[config.mk]
export PLATFORM = sky130hd
export DESIGN_NAME = rss_top
export DESIGN_NICKNAME = d
export VERILOG_FILES = /design/src/hw/rss_pkg.sv /design/src/hw/rss_top.sv /design/src/hw/rss_mem.sv /design/src/hw/rss_slot_proc.sv
export SDC_FILE = /design/constraint.sdc
export NUM_CORES = 1
export LEC_CHECK = 0
export ABC_AREA = 1
export BUFFER_PORTS_ARGS = -buffer_cell sky130_fd_sc_hd__buf_2
export CAP_MARGIN = 20
export CORE_MARGIN = 3
export CORE_UTILIZATION = 45
export DETAILED_ROUTE_END_ITERATION = 10
export PLACE_DENSITY = 0.69
export SYNTH_ARGS = -nofsm -noshare
export SYNTH_HDL_FRONTEND = slang
export SYNTH_HIERARCHICAL = 1
export SYNTH_SLANG_ARGS = --single-unit
[constraint.sdc]
create_clock -name REF_CLK_I -period 24.4 [get_ports REF_CLK_I]
set_clock_uncertainty 0.2 [all_clocks]
set_input_delay 4.88 -clock REF_CLK_I [delete_from_list [all_inputs] [get_ports REF_CLK_I]]
set_output_delay 4.88 -clock REF_CLK_I [all_outputs]
set_load 0.005 [all_outputs]
[src/hw/rss_pkg.sv]
// Contract
// [RL1] select 01 extracts all four signaling bits A, B, C, D
// [RL2] select 10 extracts only bits A and B, C and D ignored
// [RL3] select 11 extracts only bit A
// [RL4] select 00 extracts nothing from that timeslot
// [RL5] extracted bits go to array registers, signaling output, overhead output if enabled
// [RL6] 2-code substitution replaces A with substitute register bit 6
// [RL7] 4-code substitution replaces B with bit 5 and A with bit 4
// [RL8] 16-code substitution replaces D, C, B, A with bits 3, 2, 1, 0
// [RL9] 32 read/write substitute registers, lowest address slot 0, reset zero
// [RL10] substitution disabled passes received bits unchanged
package rss_pkg;

  // ---------------------------------------------------------------
  // register map (word addresses, one 32-bit word each)
  // ---------------------------------------------------------------
  localparam logic [11:0] SUBST_BASE    = 12'h3C0;
  localparam logic [11:0] SUBST_LAST    = 12'h3DF;
  localparam logic [11:0] ARRAY_BASE    = 12'h500;
  localparam logic [11:0] ARRAY_LAST    = 12'h51F;
  localparam logic [11:0] CFG_BASE      = 12'h600;
  localparam logic [11:0] CFG_LAST      = 12'h61F;
  localparam logic [7:0]  SUBST_RESET   = 8'h00;
  localparam logic [7:0]  CFG_RESET     = 8'h00;

  // ---------------------------------------------------------------
  // field positions
  // ---------------------------------------------------------------
  localparam int TWO_A_POS     = 6;
  localparam int FOUR_B_POS    = 5;
  localparam int FOUR_A_POS    = 4;
  localparam int SIXTEEN_D_POS = 3;
  localparam int SIXTEEN_C_POS = 2;
  localparam int SIXTEEN_B_POS = 1;
  localparam int SIXTEEN_A_POS = 0;
  // config register: [1:0] extract select, [3:2] substitute select
  localparam int EXT_LSB       = 0;
  localparam int SUB_LSB       = 2;
  localparam int OH_EN_POS     = 4;

  typedef enum logic [1:0] {
    EXT_NONE = 2'b00,
    EXT_ABCD = 2'b01,
    EXT_AB   = 2'b10,
    EXT_A    = 2'b11
  } rss_ext_e;

  typedef enum logic [1:0] {
    SUB_OFF     = 2'b00,
    SUB_TWO     = 2'b01,
    SUB_FOUR    = 2'b10,
    SUB_SIXTEEN = 2'b11
  } rss_sub_e;

  // signaling nibble is {A,B,C,D}, A in bit 3 as in the array register
  typedef struct packed {
    logic       valid;
    logic [4:0] slot;
    logic [3:0] abcd;
  } rss_sig_s;

endpackage : rss_pkg

[src/hw/rss_top.sv]
`timescale 1ns/1ps
`default_nettype none
module rss_top
  import rss_pkg::*;
(
  input  wire logic        REF_CLK_I,
  input  wire logic        RST_B_I,
  input  wire logic [11:0] ADDR_I,
  input  wire logic [31:0] WDATA_I,
  input  wire logic        WR_I,
  input  wire logic        RD_I,
  output logic      [31:0] RDATA_O,
  input  wire logic        SIG_VALID_I,
  input  wire logic [4:0]  SIG_SLOT_I,
  input  wire logic [3:0]  SIG_ABCD_I,
  output logic             RX_SIG_VALID_O,
  output logic      [4:0]  RX_SIG_SLOT_O,
  output logic      [3:0]  RX_SIG_DATA_O,
  output logic             RX_OVERHEAD_OUTPUT_O
);

  // ---------------------------------------------------------------
  // reset release
  // ---------------------------------------------------------------
  logic [1:0] rst_sync_ff;
  logic       rst_b;

  always_ff @(posedge REF_CLK_I or negedge RST_B_I)
  begin
    if (!RST_B_I)
      rst_sync_ff <= 2'b00;
    else
      rst_sync_ff <= {rst_sync_ff[0], 1'b1};
  end
  assign rst_b = rst_sync_ff[1];

  // ---------------------------------------------------------------
  // address decode
  // ---------------------------------------------------------------
  logic       hit_sub;
  logic       hit_arr;
  logic       hit_cfg;
  logic [4:0] idx;

  always_comb
  begin
    hit_sub = (ADDR_I >= SUBST_BASE) && (ADDR_I <= SUBST_LAST);
    hit_arr = (ADDR_I >= ARRAY_BASE) && (ADDR_I <= ARRAY_LAST);
    hit_cfg = (ADDR_I >= CFG_BASE) && (ADDR_I <= CFG_LAST);
    idx     = ADDR_I[4:0];
  end

  // ---------------------------------------------------------------
  // substitute value bank, one byte per timeslot
  // ---------------------------------------------------------------
  logic [7:0] sub_rd;
  logic [7:0] sub_lk;

  rss_mem #(
    .DEPTH (32),
    .WIDTH (8),
    .AW    (5)
  ) u_subst (
    .clk_i     (REF_CLK_I),
    .rst_b_i   (rst_b),
    .wr_en_i   (WR_I && hit_sub),                      // RL9
    .wr_addr_i (idx),
    .wr_data_i ({1'b0, WDATA_I[6:0]}),
    .rd_addr_i (idx),
    .rd_data_o (sub_rd),
    .lk_addr_i (SIG_SLOT_I),
    .lk_data_o (sub_lk)
  );

  // ---------------------------------------------------------------
  // per-slot config and signaling array
  // ---------------------------------------------------------------
  logic [4:0] cfg_ff  [32];
  logic [4:0] nxt_cfg [32];
  logic [3:0] arr_ff  [32];
  logic [3:0] nxt_arr [32];

  // stage 1 holds the incoming symbol while the bank lookup settles
  rss_sig_s   stg_ff;
  rss_sig_s   nxt_stg;
  logic       ext;
  logic [3:0] abcd;
  logic [4:0] scfg;

  always_comb
  begin
    nxt_stg.valid = SIG_VALID_I;
    nxt_stg.slot  = SIG_SLOT_I;
    nxt_stg.abcd  = SIG_ABCD_I;
    scfg = cfg_ff[stg_ff.slot];
  end

  rss_slot_proc u_proc (
    .rx_abcd_i (stg_ff.abcd),
    .ext_sel_i (scfg[EXT_LSB +: 2]),
    .sub_sel_i (scfg[SUB_LSB +: 2]),
    .subst_i   (sub_lk),
    .extract_o (ext),
    .abcd_o    (abcd)
  );

  genvar g;
  generate
    for (g = 0; g < 32; g++)
    begin : g_slot
      always_comb
      begin
        nxt_cfg[g] = cfg_ff[g];
        nxt_arr[g] = arr_ff[g];
        if (WR_I && hit_cfg && (idx == 5'(g)))
          nxt_cfg[g] = WDATA_I[4:0];
        if (stg_ff.valid && ext && (stg_ff.slot == 5'(g)))
          nxt_arr[g] = abcd;                           // RL5
      end
      always_ff @(posedge REF_CLK_I or negedge rst_b)
      begin
        if (!rst_b)
        begin
          cfg_ff[g] <= 5'(CFG_RESET);
          arr_ff[g] <= 4'h0;
        end
        else
        begin
          cfg_ff[g] <= nxt_cfg[g];
          arr_ff[g] <= nxt_arr[g];
        end
      end
    end
  endgenerate

  // ---------------------------------------------------------------
  // outputs and read data
  // ---------------------------------------------------------------
  logic        rd_d_ff;
  logic [1:0]  rd_sel_ff;
  logic [31:0] rd_reg_ff;
  logic [31:0] nxt_rd_reg;
  logic        nxt_vld;
  logic        nxt_oh;

  always_comb
  begin
    nxt_rd_reg = 32'h0;
    if (RD_I && hit_arr)
      nxt_rd_reg = {28'h0, arr_ff[idx]};
    else if (RD_I && hit_cfg)
      nxt_rd_reg = {27'h0, cfg_ff[idx]};
    nxt_vld = stg_ff.valid && ext;                     // RL5
    nxt_oh  = nxt_vld && scfg[OH_EN_POS];              // RL5
  end

  always_ff @(posedge REF_CLK_I or negedge rst_b)
  begin
    if (!rst_b)
    begin
      stg_ff               <= '0;
      rd_d_ff              <= 1'b0;
      rd_sel_ff            <= 2'b00;
      rd_reg_ff            <= 32'h0;
      RX_SIG_VALID_O       <= 1'b0;
      RX_SIG_SLOT_O        <= 5'h00;
      RX_SIG_DATA_O        <= 4'h0;
      RX_OVERHEAD_OUTPUT_O <= 1'b0;
    end
    else
    begin
      stg_ff               <= nxt_stg;
      rd_d_ff              <= RD_I;
      rd_sel_ff            <= {RD_I && hit_sub, 1'b0};
      rd_reg_ff            <= nxt_rd_reg;
      RX_SIG_VALID_O       <= nxt_vld;
      RX_SIG_SLOT_O        <= stg_ff.slot;
      RX_SIG_DATA_O        <= abcd;
      RX_OVERHEAD_OUTPUT_O <= nxt_oh;
    end
  end

  // bank data is registered in the memory, the rest here; mux the two
  always_comb
  begin
    RDATA_O = rd_reg_ff;
    if (rd_d_ff && rd_sel_ff[1])
      RDATA_O = {24'h0, sub_rd};
  end

endmodule // rss_top
`default_nettype wire

[src/hw/rss_mem.sv]
`timescale 1ns/1ps
`default_nettype none
module rss_mem
  import rss_pkg::*;
#(
  parameter int DEPTH = 32,
  parameter int WIDTH = 8,
  parameter int AW    = 5
)(
  input  wire logic             clk_i,
  input  wire logic             rst_b_i,
  input  wire logic             wr_en_i,
  input  wire logic [AW-1:0]    wr_addr_i,
  input  wire logic [WIDTH-1:0] wr_data_i,
  input  wire logic [AW-1:0]    rd_addr_i,
  output logic      [WIDTH-1:0] rd_data_o,
  input  wire logic [AW-1:0]    lk_addr_i,
  output logic      [WIDTH-1:0] lk_data_o
);

  // ---------------------------------------------------------------
  // storage: registers so every entry has a reset value
  // ---------------------------------------------------------------
  logic [WIDTH-1:0] mem_ff [DEPTH];
  logic [WIDTH-1:0] nxt_mem [DEPTH];
  logic [WIDTH-1:0] nxt_rd;
  logic [WIDTH-1:0] nxt_lk;

  genvar g;
  generate
    for (g = 0; g < DEPTH; g++)
    begin : g_ent
      always_comb
      begin
        nxt_mem[g] = mem_ff[g];
        if (wr_en_i && (wr_addr_i == AW'(g)))
          nxt_mem[g] = wr_data_i;
      end
      always_ff @(posedge clk_i or negedge rst_b_i)
      begin
        if (!rst_b_i)
          mem_ff[g] <= '0;
        else
          mem_ff[g] <= nxt_mem[g];
      end
    end
  endgenerate

  always_comb
  begin
    nxt_rd = mem_ff[rd_addr_i];
    nxt_lk = mem_ff[lk_addr_i];
  end

  always_ff @(posedge clk_i or negedge rst_b_i)
  begin
    if (!rst_b_i)
    begin
      rd_data_o <= '0;
      lk_data_o <= '0;
    end
    else
    begin
      rd_data_o <= nxt_rd;
      lk_data_o <= nxt_lk;
    end
  end

endmodule // rss_mem
`default_nettype wire

[src/hw/rss_slot_proc.sv]
`timescale 1ns/1ps
`default_nettype none
module rss_slot_proc
  import rss_pkg::*;
(
  input  wire logic [3:0] rx_abcd_i,
  input  wire logic [1:0] ext_sel_i,
  input  wire logic [1:0] sub_sel_i,
  input  wire logic [7:0] subst_i,
  output logic            extract_o,
  output logic      [3:0] abcd_o
);

  // ---------------------------------------------------------------
  // substitution then extraction mask
  // ---------------------------------------------------------------
  logic [3:0] sub;

  always_comb
  begin
    sub = rx_abcd_i;                                   // RL10
    case (rss_sub_e'(sub_sel_i))
      SUB_OFF:     sub = rx_abcd_i;                    // RL10
      SUB_TWO:     sub[3] = subst_i[TWO_A_POS];        // RL6
      SUB_FOUR:                                        // RL7
      begin
        sub[3] = subst_i[FOUR_A_POS];
        sub[2] = subst_i[FOUR_B_POS];
      end
      SUB_SIXTEEN:                                     // RL8
      begin
        sub[3] = subst_i[SIXTEEN_A_POS];
        sub[2] = subst_i[SIXTEEN_B_POS];
        sub[1] = subst_i[SIXTEEN_C_POS];
        sub[0] = subst_i[SIXTEEN_D_POS];
      end
      default:     sub = rx_abcd_i;
    endcase
    // unextracted bits read as zero so stale values never leak out
    extract_o = 1'b1;
    abcd_o    = 4'h0;
    case (rss_ext_e'(ext_sel_i))
      EXT_NONE: extract_o = 1'b0;                      // RL4
      EXT_ABCD: abcd_o = sub;                          // RL1
      EXT_AB:   abcd_o = {sub[3:2], 2'b00};            // RL2
      EXT_A:    abcd_o = {sub[3], 3'b000};             // RL3
      default:  extract_o = 1'b0;
    endcase
  end

endmodule // rss_slot_proc
`default_nettype wire

==> flow_metrics.env <==
export IMPL_status="complete, no violations"
export IMPL_place_inst=4908
export IMPL_whs_ns=0.1495
export IMPL_p_per_area_mw_per_mm2=66.90
export IMPL_fin_crit_ns=7.810
export IMPL_dp_slack_ns=16.10
export IMPL_die_y_um=268.2
export IMPL_area_growth_pct=8.928
export IMPL_dp_hpwl_um=57170
export IMPL_holdCritPathClass="reg -> reg"
export IMPL_cts_buffers=67
export IMPL_path_max_fanout=43
export IMPL_detail_route_wl_per_cell_um=19.05
export IMPL_critPathKind="in -> reg"
export IMPL_antenna_found_initial=0
export IMPL_fin_nets=4167
export IMPL_maxSlewViolCount=0
export IMPL_ant_nets=0
export IMPL_vias_per_cell=5.546
export IMPL_p_leak_nw=15.71
export IMPL_worstPathCellList="buf_4 > buf_4 > nand2_1 > inv_2 > buf_4 > nand2_1 > nand2_1 > nor2_1 > nor2_1 > nor2_1 > nand2_1 > nand3_1 > nand2_1"
export IMPL_clock_latency_ns=0.61
export IMPL_gp_congestion=0.8918
export IMPL_clk_pin_slew_ns=0.06
export IMPL_r2r_end="arr_ff[42]"
export IMPL_drc=0
export IMPL_post_cts_resized=0
export IMPL_grt_pass1_vias=26470
export IMPL_fmax_mhz=128.0
export IMPL_rsz0062_at_grt="false"
export IMPL_drive_gt1_share_pct=6.501
export IMPL_cap_violations=0
export IMPL_slew_headroom_pct=26.97
export IMPL_yosysWarningCount=6
export IMPL_wl_um=95740
export IMPL_vias=27870
export IMPL_worstMarginPinSlew_ns=1.094
export IMPL_grt_first_pass_wirelength_um=150400
export IMPL_grt_use_total_pct=26.80
export IMPL_cts_root_buf="clkbuf_16"
export IMPL_grt_max_degree=193
export IMPL_core_area_mm2=0.06763
export IMPL_syn_avg_cell_area_um2=7.361
export IMPL_post_route_period_util_pct=32.01
export IMPL_clock_sinks=589
export IMPL_finalSetupViolations=0
export IMPL_regToRegStartpoint="stg_ff[4]"
export IMPL_row_count=95
export IMPL_clockBufferDepth=3
export IMPL_endpoint="rd_reg_ff[3]"
export IMPL_peakVddDrop_v=0.00004228
export IMPL_cpMostUsedCell="nand2_1"
export IMPL_r2r_cells=14
export IMPL_port_buffers=51
export IMPL_die_area_mm2=0.07192
export IMPL_drt_pass1_iterations=6
export IMPL_start_util_pct=45.73
export IMPL_fin_tns_setup_ns=0
export IMPL_stdcell_count=5026
export IMPL_setup_ws_ns=16.59
export IMPL_syn_inst=4202
export IMPL_drt_iter0_drc=3132
export IMPL_overflow=0
export IMPL_cp_end_kind="flop"
export IMPL_cts_tree="yes"
export IMPL_hold_violations=0
export IMPL_cp_required_ns=24.74
export IMPL_power_mw=2.254
export IMPL_fillers=6517
export IMPL_arrival_ns=8.15
export IMPL_cts_hold_buf=0
export IMPL_ioPinCount=101
export IMPL_n_antenna_cell=0
export IMPL_crit_path_top_delay_cell="nand2_1"
export IMPL_h_tree_depth=3
export IMPL_cp_slowest_stage_delay_ns=0.63
export IMPL_post_cts_buffers=0
export IMPL_reg2reg_slack_ns=19.04
export IMPL_crit_start="ADDR_I[1]"
export IMPL_min_from="rst_sync_ff[0]"
export IMPL_synth_area_mm2=0.03093
export IMPL_cp_start_kind="input port"
export IMPL_die_x_um=268.2
==> critical path: cells and delay by family <==
kind,cells,cell delay (ns)
buffers and inverters,4,1.73
AND/OR/NAND/NOR,9,1.46
==> metrics by stage <==
stage	instance area (um2)	utilization (%)
6_report	33690	49.82
5_1_grt	33690	49.82
4_1_cts	33570	49.64
3_5_place_dp	31320	46.30
3_3_place_gp	31290	46.26
2_1_floorplan	31020	-
==> state kept, by name, indices dropped and copies added (netlist names) <==
register	cells
RX_OVERHEAD_OUTPUT_O	1
RX_SIG_DATA_O	4
RX_SIG_SLOT_O	5
RX_SIG_VALID_O	1
arr_ff	128
cfg_ff	160
rd_d_ff	1
rd_reg_ff	5
rd_sel_ff	1
rst_sync_ff	2
stg_ff	10
u_subst/lk_data_o	7
u_subst/mem_ff	256
u_subst/rd_data_o	8
==> worst min path at each step <==
stage / to / slack [ns] / cells after the start
2_1_floorplan: rst_sync_ff[1] / 0.13 / 0
3_3_place_gp: rst_sync_ff[1] / 0.14 / 0
3_5_place_dp: rst_sync_ff[1] / 0.14 / 0
4_1_cts: rst_sync_ff[1] / 0.15 / 0
5_1_grt: rst_sync_ff[1] / 0.16 / 0
6_report: rst_sync_ff[1] / 0.15 / 0
==> power by group <==
part,total [mW],internal [mW],switching (mW)
clock,1.04,0.635,0.409
sequential,1.01,0.997,0.0141
combinational,0.199,0.0447,0.154
total,2.25,1.68,0.577
==> routing by layer <==
layer,vias to the layer above,track usage (%),share of wire [%]
li1,13380,-,-
met1,13070,35.84,42
met2,1191,43.41,47
met3,240,4.395,7.9
met4,0,11.32,4.0
met5,-,0,0
==> cell type report <==
cell class,count,area [um2],area share [%]
clock inverter,13,234.0,0.6944
clock buffer,100,2023,6.005
timing repair buffer,102,774.5,2.299
multi-input combinational,3204,14280,42.37
tap,873,1092,3.242
inverter,145,549.3,1.630
sequential,589,14740,43.76
==> placed cells by master, fill, tap and decap left out, types with 2 or more instances in the layout <==
cell type and n:
nand2_1 1870, dfrtp_1 588, o21ai_0 433, nand3_1 397, o21ai_1 160, nor2_1 143, inv_1 132, clkbuf_16 69
a22oi_1 54, buf_2 48, buf_4 45, nand4_4 30, conb_1 26, a21oi_1 25, clkbuf_8 18, o22ai_1 15
clkbuf_1 13, nand4_1 12, nor2_2 7, inv_2 6, bufinv_16 6, mux2_2 5, nor2_4 5, nor3_1 4
clkinv_1 4, buf_16 4, o21bai_1 3, o21ai_2 3, inv_6 3, clkinvlp_4 3, clkinv_2 3, buf_12 3
nand2_2 2, nand4_2 2, or2_4 2
No activity file was read; power rests on OpenSTA's default activity.
